**src/hdl/opdec_pkg.sv**
```systemverilog
// Package with the constants, enumerations and carriers shared by the opcode decoder.
package opdec_pkg;

  // ==========================================================================
  // Register file addresses and status bit positions
  // ==========================================================================
  localparam logic [7:0] STATUS_ADDR = 8'hD5;
  localparam int FAST_IRQ_BIT = 1;
  localparam int BANK_BIT = 0;
  localparam logic [7:0] STATUS_RESET = 8'h00;

  // ==========================================================================
  // Operand range limits
  // ==========================================================================
  localparam logic [3:0] WORK_REG_MAX = 4'hF;
  localparam logic [3:0] PAIR_IDX_MAX = 4'hE;
  localparam logic [7:0] PAIR_REG_MAX = 8'hFE;
  localparam logic [3:0] WORK_SHORT_TAG = 4'hC;

  // ==========================================================================
  // Opcode nibble values used by the decoder
  // ==========================================================================
  localparam logic [3:0] NIB_0 = 4'h0;
  localparam logic [3:0] NIB_1 = 4'h1;
  localparam logic [3:0] NIB_2 = 4'h2;
  localparam logic [3:0] NIB_3 = 4'h3;
  localparam logic [3:0] NIB_4 = 4'h4;
  localparam logic [3:0] NIB_5 = 4'h5;
  localparam logic [3:0] NIB_6 = 4'h6;
  localparam logic [3:0] NIB_7 = 4'h7;
  localparam logic [3:0] NIB_8 = 4'h8;
  localparam logic [3:0] NIB_9 = 4'h9;
  localparam logic [3:0] NIB_A = 4'hA;
  localparam logic [3:0] NIB_B = 4'hB;
  localparam logic [3:0] NIB_C = 4'hC;
  localparam logic [3:0] NIB_D = 4'hD;
  localparam logic [3:0] NIB_E = 4'hE;
  localparam logic [3:0] NIB_F = 4'hF;
  localparam logic [7:0] OPC_SEL_BANK0 = 8'h4F;
  localparam logic [7:0] OPC_SEL_BANK1 = 8'h5F;
  localparam logic [7:0] OPC_IRQ_RETURN = 8'hBF;

  // ==========================================================================
  // Operations
  // ==========================================================================
  typedef enum logic [5:0] {
    OP_INVALID, OP_ADD, OP_ADC, OP_SUB, OP_SUB_BORROW, OP_OR, OP_AND, OP_TEST_INV_MASK,
    OP_TEST_MASK, OP_COMPARE, OP_XOR, OP_DECREMENT, OP_ROT_LEFT_CARRY, OP_INC,
    OP_DECIMAL_ADJUST, OP_POP, OP_COM, OP_PUSH, OP_ROT_LEFT, OP_CLEAR, OP_ROT_RIGHT_CARRY,
    OP_ARITH_SHIFT_RIGHT, OP_ROT_RIGHT, OP_SWAP, OP_MULTIPLY, OP_DIV, OP_WORD_DECREMENT,
    OP_WORD_INCREMENT, OP_WORD_LOAD, OP_PUSH_UD, OP_PUSH_UI, OP_POP_UD, OP_POP_UI, OP_BIT_OR,
    OP_BIT_CMP, OP_BIT_XOR, OP_BIT_BRANCH, OP_BIT_LOAD, OP_BIT_INV, OP_BIT_AND,
    OP_BIT_SETRST, OP_PM_LOAD, OP_PM_LOAD_DEC, OP_PM_LOAD_INC, OP_PM_STORE_PD,
    OP_PM_STORE_PI, OP_JUMP, OP_SET_RP, OP_CALL, OP_CMP_INC_EQ, OP_CMP_INC_NE,
    OP_LOAD, OP_UPPER_HALF
  } operation_t;

  // Operand forms presented beside the operation.
  typedef enum logic [3:0] {
    MODE_NONE, MODE_WREG_WREG, MODE_WREG_IWREG, MODE_REG_REG, MODE_IREG_REG,
    MODE_REG_IMM, MODE_REG, MODE_IREG, MODE_PAIR, MODE_BIT, MODE_IND_PAIR,
    MODE_SHORT_INDEX, MODE_LONG_INDEX, MODE_TABLE_IND, MODE_PC_REL, MODE_DIRECT
  } mode_t;

  // Decode result carried as one bundle.
  typedef struct packed {
    logic valid;
    operation_t op;
    mode_t mode;
    logic [1:0] operand_bytes;
    logic invalid;
    logic fast_return;
  } decode_t;

  // Decoder state.
  typedef enum logic [1:0] {
    ST_FETCH = 2'b01,
    ST_OPERANDS = 2'b10
  } state_t;

endpackage

```
**src/hdl/opcode_decoder.sv**
```systemverilog
// Opcode decoder for the low lower-nibble half of the opcode map with the status register bits.
`timescale 1ns/100ps

module opcode_decoder
  import opdec_pkg::*;
#(
  parameter int ADDR_WIDTH = 16
)
(
  input wire logic clock_in,
  input wire logic reset_in,
  input wire logic opcode_valid_in,
  input wire logic [7:0] opcode_in,
  input wire logic operand_valid_in,
  input wire logic [7:0] operand_in,
  input wire logic [ADDR_WIDTH-1:0] next_pc_in,
  input wire logic fast_irq_begin_in,
  input wire logic flags_update_in,
  input wire logic [5:0] flags_result_in,
  input wire logic [7:0] reg_addr_in,
  input wire logic [7:0] reg_wdata_in,
  input wire logic reg_write_in,
  input wire logic reg_read_in,
  output logic [7:0] reg_rdata_out,
  output opdec_pkg::decode_t decode_out,
  output logic opcode_ready_out,
  output logic irq_block_out,
  output logic bank_select_out,
  output logic [7:0] operand_reg_out,
  output logic [2:0] operand_bit_out,
  output logic [ADDR_WIDTH-1:0] target_out,
  output logic target_valid_out
);
  import opdec_pkg::*;

  // The target arithmetic is written for a 16-bit program address only.
  if (ADDR_WIDTH != 16)
  begin : g_width_check
    $error("opcode_decoder supports a 16-bit address only");
  end

  // ==========================================================================
  // Decode table
  // ==========================================================================
  // Pure table lookup so the answer stands in the acceptance cycle.
  function automatic decode_t decode_byte(input logic [7:0] opc, input logic fast_flag);
    decode_t d;
    logic [3:0] hi;
    logic [3:0] lo;
    d = '0;
    hi = opc[7:4];
    lo = opc[3:0];
    d.valid = 1'b1;
    d.op = OP_UPPER_HALF;
    d.mode = MODE_NONE;
    d.operand_bytes = 2'd1;
    if (lo <= NIB_7)
    begin
      if (lo >= NIB_2 && lo <= NIB_6 && (hi <= NIB_7 || hi == NIB_A || hi == NIB_B))
      begin
        case (hi)
          NIB_0: d.op = OP_ADD;
          NIB_1: d.op = OP_ADC;
          NIB_2: d.op = OP_SUB;
          NIB_3: d.op = OP_SUB_BORROW;
          NIB_4: d.op = OP_OR;
          NIB_5: d.op = OP_AND;
          NIB_6: d.op = OP_TEST_INV_MASK;
          NIB_7: d.op = OP_TEST_MASK;
          NIB_A: d.op = OP_COMPARE;
          default: d.op = OP_XOR;
        endcase
        case (lo)
          NIB_2: d.mode = MODE_WREG_WREG;
          NIB_3: d.mode = MODE_WREG_IWREG;
          NIB_4: d.mode = MODE_REG_REG;
          NIB_5: d.mode = MODE_IREG_REG;
          default: d.mode = MODE_REG_IMM;
        endcase
        d.operand_bytes = (lo <= NIB_3) ? 2'd1 : 2'd2;
      end
      else if (lo <= NIB_1)
      begin
        d.mode = (lo == NIB_0) ? MODE_REG : MODE_IREG;
        case (hi)
          NIB_0: d.op = OP_DECREMENT;
          NIB_1: d.op = OP_ROT_LEFT_CARRY;
          NIB_2: d.op = OP_INC;
          NIB_3:
          begin
            d.op = (lo == NIB_0) ? OP_JUMP : OP_SET_RP;
            d.mode = (lo == NIB_0) ? MODE_IND_PAIR : MODE_REG_IMM;
          end
          NIB_4: d.op = OP_DECIMAL_ADJUST;
          NIB_5: d.op = OP_POP;
          NIB_6: d.op = OP_COM;
          NIB_7: d.op = OP_PUSH;
          NIB_8: d.op = OP_WORD_DECREMENT;
          NIB_9: d.op = OP_ROT_LEFT;
          NIB_A: d.op = OP_WORD_INCREMENT;
          NIB_B: d.op = OP_CLEAR;
          NIB_C: d.op = OP_ROT_RIGHT_CARRY;
          NIB_D: d.op = OP_ARITH_SHIFT_RIGHT;
          NIB_E: d.op = OP_ROT_RIGHT;
          default: d.op = OP_SWAP;
        endcase
        if ((hi == NIB_8 || hi == NIB_A) && lo == NIB_0)
          d.mode = MODE_PAIR;
      end
      else if (lo == NIB_7)
      begin
        d.mode = MODE_BIT;
        d.operand_bytes = 2'd2;
        case (hi)
          NIB_0: d.op = OP_BIT_OR;
          NIB_1: d.op = OP_BIT_CMP;
          NIB_2: d.op = OP_BIT_XOR;
          NIB_3: d.op = OP_BIT_BRANCH;
          NIB_4: d.op = OP_BIT_LOAD;
          NIB_5:
          begin
            d.op = OP_BIT_INV;
            d.operand_bytes = 2'd1;
          end
          NIB_6: d.op = OP_BIT_AND;
          NIB_7:
          begin
            d.op = OP_BIT_SETRST;
            d.operand_bytes = 2'd1;
          end
          NIB_A, NIB_B:
          begin
            d.op = OP_PM_LOAD;
            d.mode = MODE_LONG_INDEX;
            d.operand_bytes = 2'd3;
          end
          NIB_E, NIB_F:
          begin
            d.op = OP_PM_LOAD;
            d.mode = MODE_SHORT_INDEX;
          end
          default:
          begin
            d.op = OP_LOAD;
            d.mode = MODE_WREG_IWREG;
            d.operand_bytes = (hi <= NIB_9) ? 2'd2 : 2'd1;
          end
        endcase
      end
      else
      begin
        // Rows 8, 9, C to F in columns 2 to 6.
        d.mode = MODE_REG_REG;
        d.operand_bytes = 2'd2;
        case ({hi, lo})
          {NIB_8, NIB_2}: d.op = OP_PUSH_UD;
          {NIB_8, NIB_3}: d.op = OP_PUSH_UI;
          {NIB_9, NIB_2}: d.op = OP_POP_UD;
          {NIB_9, NIB_3}: d.op = OP_POP_UI;
          {NIB_8, NIB_4}, {NIB_8, NIB_5}, {NIB_8, NIB_6}: d.op = OP_MULTIPLY;
          {NIB_9, NIB_4}, {NIB_9, NIB_5}, {NIB_9, NIB_6}: d.op = OP_DIV;
          {NIB_C, NIB_2}:
          begin
            d.op = OP_CMP_INC_EQ;
            d.mode = MODE_PC_REL;
          end
          {NIB_D, NIB_2}:
          begin
            d.op = OP_CMP_INC_NE;
            d.mode = MODE_PC_REL;
          end
          {NIB_C, NIB_3}, {NIB_D, NIB_3}:
          begin
            d.op = OP_PM_LOAD;
            d.mode = MODE_IND_PAIR;
            d.operand_bytes = 2'd1;
          end
          {NIB_E, NIB_2}: d.op = OP_PM_LOAD_DEC;
          {NIB_E, NIB_3}: d.op = OP_PM_LOAD_INC;
          {NIB_F, NIB_2}: d.op = OP_PM_STORE_PD;
          {NIB_F, NIB_3}: d.op = OP_PM_STORE_PI;
          {NIB_C, NIB_4}, {NIB_C, NIB_5}: d.op = OP_WORD_LOAD;
          {NIB_C, NIB_6}:
          begin
            d.op = OP_WORD_LOAD;
            d.mode = MODE_REG_IMM;
            d.operand_bytes = 2'd3;
          end
          {NIB_D, NIB_4}:
          begin
            d.op = OP_CALL;
            d.mode = MODE_TABLE_IND;
            d.operand_bytes = 2'd1;
          end
          {NIB_F, NIB_4}:
          begin
            d.op = OP_CALL;
            d.mode = MODE_IND_PAIR;
            d.operand_bytes = 2'd1;
          end
          {NIB_F, NIB_6}:
          begin
            d.op = OP_CALL;
            d.mode = MODE_DIRECT;
          end
          {NIB_D, NIB_5}:
          begin
            d.op = OP_INVALID;
            d.mode = MODE_NONE;
            d.operand_bytes = 2'd0;
            d.invalid = 1'b1;
          end
          {NIB_D, NIB_6}, {NIB_E, NIB_6}:
          begin
            d.op = OP_LOAD;
            d.mode = MODE_REG_IMM;
          end
          default: d.op = OP_LOAD;
        endcase
        if (hi == NIB_E || hi == NIB_F)
          if (lo == NIB_2 || lo == NIB_3)
          begin
            d.mode = MODE_IND_PAIR;
            d.operand_bytes = 2'd1;
          end
      end
    end
    else if (opc == OPC_IRQ_RETURN || opc == OPC_SEL_BANK0 || opc == OPC_SEL_BANK1)
      d.operand_bytes = 2'd0;
    d.fast_return = (opc == OPC_IRQ_RETURN) && fast_flag;
    return d;
  endfunction

  // ==========================================================================
  // Sequencing
  // ==========================================================================
  state_t state_reg;
  logic [1:0] remaining_reg;
  decode_t current_reg;
  logic [7:0] first_operand_reg;
  decode_t comb_decode;
  logic [7:0] status_reg;
  logic accept;

  assign comb_decode = decode_byte(opcode_in, status_reg[FAST_IRQ_BIT]);
  assign opcode_ready_out = (state_reg == ST_FETCH);
  assign accept = opcode_valid_in && opcode_ready_out;

  // Combinational presentation in the acceptance cycle avoids a bubble per opcode.
  always_comb
  begin
    decode_out = current_reg;
    if (accept)
      decode_out = comb_decode;
  end

  // Waits for the announced operand bytes before the next opcode is taken.
  always_ff @(posedge clock_in)
  begin
    if (reset_in)
    begin
      state_reg <= ST_FETCH;
      remaining_reg <= 2'd0;
      current_reg <= '0;
    end
    else
    begin
      case (state_reg)
        ST_FETCH:
          if (accept)
          begin
            current_reg <= comb_decode;
            remaining_reg <= comb_decode.operand_bytes;
            if (comb_decode.operand_bytes != 2'd0)
              state_reg <= ST_OPERANDS;
          end
        ST_OPERANDS:
          if (operand_valid_in)
          begin
            remaining_reg <= remaining_reg - 2'd1;
            if (remaining_reg == 2'd1)
              state_reg <= ST_FETCH;
          end
        default: state_reg <= ST_FETCH;
      endcase
    end
  end

  // ==========================================================================
  // Operand fields
  // ==========================================================================
  // Last operand byte kept so the next byte can form a pair or displacement.
  always_ff @(posedge clock_in)
  begin
    if (reset_in)
    begin
      first_operand_reg <= 8'h00;
      operand_reg_out <= 8'h00;
      operand_bit_out <= 3'd0;
    end
    else if (state_reg == ST_OPERANDS && operand_valid_in)
    begin
      first_operand_reg <= operand_in;
      case (current_reg.mode)
        MODE_WREG_WREG, MODE_WREG_IWREG:
          operand_reg_out <= {4'h0, operand_in[7:4] & WORK_REG_MAX};
        MODE_PAIR, MODE_TABLE_IND:
          operand_reg_out <= operand_in & PAIR_REG_MAX;
        MODE_IND_PAIR, MODE_SHORT_INDEX, MODE_LONG_INDEX:
          operand_reg_out <= {4'h0, operand_in[3:0] & PAIR_IDX_MAX};
        default:
          // Short form tag C in the high nibble names a working register.
          operand_reg_out <= (operand_in[7:4] == WORK_SHORT_TAG) ?
                             {4'h0, operand_in[3:0]} : operand_in;
      endcase
      // Bit-load style forms use bit 0; others take the encoded bit field.
      operand_bit_out <= (current_reg.op == OP_BIT_OR || current_reg.op == OP_BIT_XOR ||
                          current_reg.op == OP_BIT_LOAD || current_reg.op == OP_BIT_AND) ?
                         3'd0 : operand_in[3:1];
    end
  end

  // Target address forming for relative, indexed, direct and immediate forms.
  always_ff @(posedge clock_in)
  begin
    if (reset_in)
    begin
      target_out <= '0;
      target_valid_out <= 1'b0;
    end
    else
    begin
      target_valid_out <= 1'b0;
      if (state_reg == ST_OPERANDS && operand_valid_in && remaining_reg == 2'd1)
      begin
        target_valid_out <= 1'b1;
        case (current_reg.mode)
          MODE_PC_REL, MODE_BIT:
            target_out <= next_pc_in + {{8{operand_in[7]}}, operand_in};
          MODE_SHORT_INDEX:
            target_out <= {8'h00, first_operand_reg} +
                          {{8{operand_in[7]}}, operand_in};
          default:
            target_out <= {first_operand_reg, operand_in};
        endcase
      end
    end
  end

  // ==========================================================================
  // Status register
  // ==========================================================================
  // When an opcode and a status write collide the result is unpredictable; the
  // opcode's bit update wins here simply because it comes after the write.
  always_ff @(posedge clock_in)
  begin
    if (reset_in)
      status_reg <= STATUS_RESET;
    else
    begin
      if (reg_write_in && reg_addr_in == STATUS_ADDR)
        status_reg <= reg_wdata_in;
      if (flags_update_in)
        status_reg[7:2] <= flags_result_in;
      if (accept && opcode_in == OPC_SEL_BANK0)
        status_reg[BANK_BIT] <= 1'b0;
      if (accept && opcode_in == OPC_SEL_BANK1)
        status_reg[BANK_BIT] <= 1'b1;
      if (accept && opcode_in == OPC_IRQ_RETURN && status_reg[FAST_IRQ_BIT])
        status_reg[FAST_IRQ_BIT] <= 1'b0;
      if (fast_irq_begin_in)
        status_reg[FAST_IRQ_BIT] <= 1'b1;
    end
  end

  // Read data stands only in the cycle after the read strobe.
  always_ff @(posedge clock_in)
  begin
    if (reset_in)
      reg_rdata_out <= 8'h00;
    else if (reg_read_in && reg_addr_in == STATUS_ADDR)
      reg_rdata_out <= status_reg;
    else
      reg_rdata_out <= 8'h00;
  end

  assign irq_block_out = status_reg[FAST_IRQ_BIT];
  assign bank_select_out = status_reg[BANK_BIT];
endmodule

```
**config.mk**
```make
export PLATFORM = sky130hd
export DESIGN_NAME = opcode_decoder
export DESIGN_NICKNAME = d
export VERILOG_FILES = /design/src/hdl/opdec_pkg.sv /design/src/hdl/opcode_decoder.sv
export SDC_FILE = /design/constraint.sdc
export NUM_CORES = 1
export LEC_CHECK = 0
export CAP_MARGIN = 40
export CORE_ASPECT_RATIO = 0.6
export CORE_MARGIN = 10
export CORE_UTILIZATION = 32
export DETAILED_ROUTE_END_ITERATION = 8
export DONT_BUFFER_PORTS = 1
export PLACE_DENSITY = 0.43
export SYNTH_ARGS = -nofsm -noshare
export SYNTH_HDL_FRONTEND = slang
export SYNTH_SLANG_ARGS = --single-unit
```
**constraint.sdc**
```tcl
create_clock -name clock_in -period 2.8 [get_ports clock_in]
set_input_delay 0.28 -clock clock_in [delete_from_list [all_inputs] [get_ports clock_in]]
set_output_delay 0.28 -clock clock_in [all_outputs]
set_load 0.03 [all_outputs]
```
==> run summary <==
# fillers - 1,728
Worst rel slew slack - 49.54%
Number of global-route vias before repair - 5,314
Max reg flops - 16
Residual DRC - 0
Antenna Cells - 0
Yosys top cell by area - dfxtp_1
Critical Path Source Type - primary input
Total power - 2.969 mW
EDFF count, synth - 0
CTS Root Cell - clkbuf_16
Mapped Nets - 812
Final setup violation count - 0
Area share of and/or/nand/nor cells after synthesis - 25.54%
Synth cell count leaders - nor2_1 (78), dfxtp_1 (71), a21oi_1 (68)
MaxCap Viol Count - 0
Worst-path cell chain - inv_1 > ha_1 > o21bai_2 > a2111o_1 > o31ai_1 > a31o_2 > o31a_1 > buf_12
Total gr overflow - 0
Sequential area share after synthesis - 25.95%
Placed cells - 939
Routability cong. - 0.9936
Sum of negative setup slack - 0 ns
Post-Synth Adder-Cell Area - 7.814%
Mux share of post-synthesis cell area - 3.381%
Post-synth top flop - dfxtp_1
Final WL - 21.88 mm
Chip height - 121.3 µm
Worst skew pair latency - 0.33 ns
Count leader, synth - nor2_1
Yosys warns - 0
Unrepaired setup endpoints after global routing - no
Xor-xnor portion of the synthesized cell area - 2.559%
Die area - 0.02292 mm²
Syn Area/Cell - 7.638 µm²
Syn-to-layout area delta - 13.73%
TritonCTS Buffers - 9
Share of cells above drive strength 1 - 11.11%
Pre-antenna DRT Iters - 5
Worst-Margin Slew - 0.7534 ns
Core area - 0.01649 mm²
CP peak stage delay - 0.53 ns
Synth area leaders - dfxtp_1 (26%), ha_1 (7.1%), a21oi_1 (6.2%), nor2_1 (5.3%), nand2_1 (4.6%)
FFs w/ async S/R, synth - 0%
Fin area - 0.006228 mm²
Starting density of the core - 33.22%
Top delay family on crit path - compound AO/OA/AOI/OAI gates
Final ANT Viol Nets - 0
Post-Layout Cell Count - 957
Nets@finish - 819
Row Count - 36
GRT Overall Usage - 18.53%
Setup CP Type - primary input to output pin
Crit end category - output pin
I/O Pins - 116
Largest family of logic cells by synthesized area - compound AO/OA/AOI/OAI gates
Fin util - 37.78%
Via density - 5.940
Pin count of the biggest net entering global routing - 64
Hold Fails Final Rpt - 0
First-pass GRT wire length - 33.35 mm
Slowest CP cell - a2111o_1
CP arrival - 2.38 ns
Die width - 188.9 µm
IO Port Bufs - 0
DR WL/cell - 22.86 µm
Dpl hpwl - 16.91 mm
Synth top area share - 25.95%
Max clock buf depth - 2
Sink Count - 71
Post-place instance area - 0.005881 mm²
Synth unique cells - 79
Via count - 5,685
Antenna violations before repair - 0
Reg clk slew, reported paths - 0.06 ns
Clock Skews - 0.01149 ns
Status - complete, no violations
Leakage Power - 2.392 nW
PwrDens - 476.8 mW/mm²
Max Transition Viols Final - 0
Synth Area in Compound Gates - 29.68%
Period utilization - 95.13%
Mapped Cells - 717
Maximum VDD drop - 0.2666 mV
Min cycle time layout - 2.664 ns
CTS H-tree depth - 3
HP Class - primary input to register
F_max - 375.4 MHz
Peak fanout along the critical path - 10
Critical path buffer and inverter count - 2
Critical path required time - 2.52 ns
CTS tree - built
Mapped Area - 0.005477 mm²
Flop and latch count out of synthesis - 71
Drt initial violations - 705
[layout by cell type, fill, tap and decap left out, types with 9 or more instances in the layout]
master     count
nor2_1        77
dfxtp_1       71
a21oi_1       68
nand2_1       67
buf_4         43
o21ai_0       38
ha_1          30
a211oi_1      22
nor2b_1       19
nor3_1        18
nand3_1       17
mux2i_1       14
inv_1         13
o211ai_1      13
and2_1        13
and3_1        11
a22oi_1        9
xnor2_1        9
clkbuf_16      9
[area by class of cell]
cell class	instances	area [µm²]	share of cell area (%)
flip-flops and latches	71	1421	22.82
clock inverters	6	93.84	1.507
clock buffers	10	229.0	3.676
well taps	228	285.3	4.580
repair buffers	47	367.9	5.906
multi-input cells	582	3782	60.73
inverters	13	48.80	0.7834
[cell families (layout without fill, tap and decap cells)]
| family | Yosys count | after routing |
|---|---|---|
| compound gates | 240 | 240 |
| xor+xnor | 16 | 16 |
| fa+ha+maj | 33 | 33 |
| buf+inv | 64 | 76 |
| flops | 71 | 71 |
| mux | 18 | 18 |
| simple gates | 275 | 275 |
[layer usage]
layer	track usage, %	up-vias	part of all wire (%)
met2	22.09	267	35
met1	28.30	2730	52
met5	0	-	0
li1	-	2675	-
met3	9.099	13	13
met4	2.369	0	0.43
[metrics by stage]
| stage | hold slack, ns | setup WS (ns) |
|---|---|---|
| 2_1_floorplan | 0.4007 | 0.1749 |
| 3_3_place_gp | 0.3614 | 0.08480 |
| 3_5_place_dp | 0.3657 | 0.1267 |
| 4_1_cts | 0.004886 | 0.1270 |
| 5_1_grt | 0.001938 | 0.01237 |
| 6_report | 0.01700 | 0.1364 |
[where the power goes]
group	internal, mW	switching, mW
registers	1.04	0.0288
logic	0.252	0.371
clock network	0.788	0.492
[timing repair]
| item | CTS | global route |
|---|---|---|
| endpoints found under the setup margin | 0 | 5 |
| buffers inserted | 0 | 0 |
| endpoints found under the hold margin | 1 | 4 |
| resized for setup | 0 | 3 |
| hold buffers | 1 | 1 |
[worst paths after layout]
kind         slack, ns                  from  cells after the start                to
max               0.14          opcode_in[4]                      8     decode_out[8]
min               0.02              reset_in                      1     status_reg[2]
max reg2reg       0.48  first_operand_reg[4]                      8    target_out[13]
min reg2reg       0.46         status_reg[7]                      1  reg_rdata_out[7]
No activity file was read; power rests on OpenSTA's default activity.
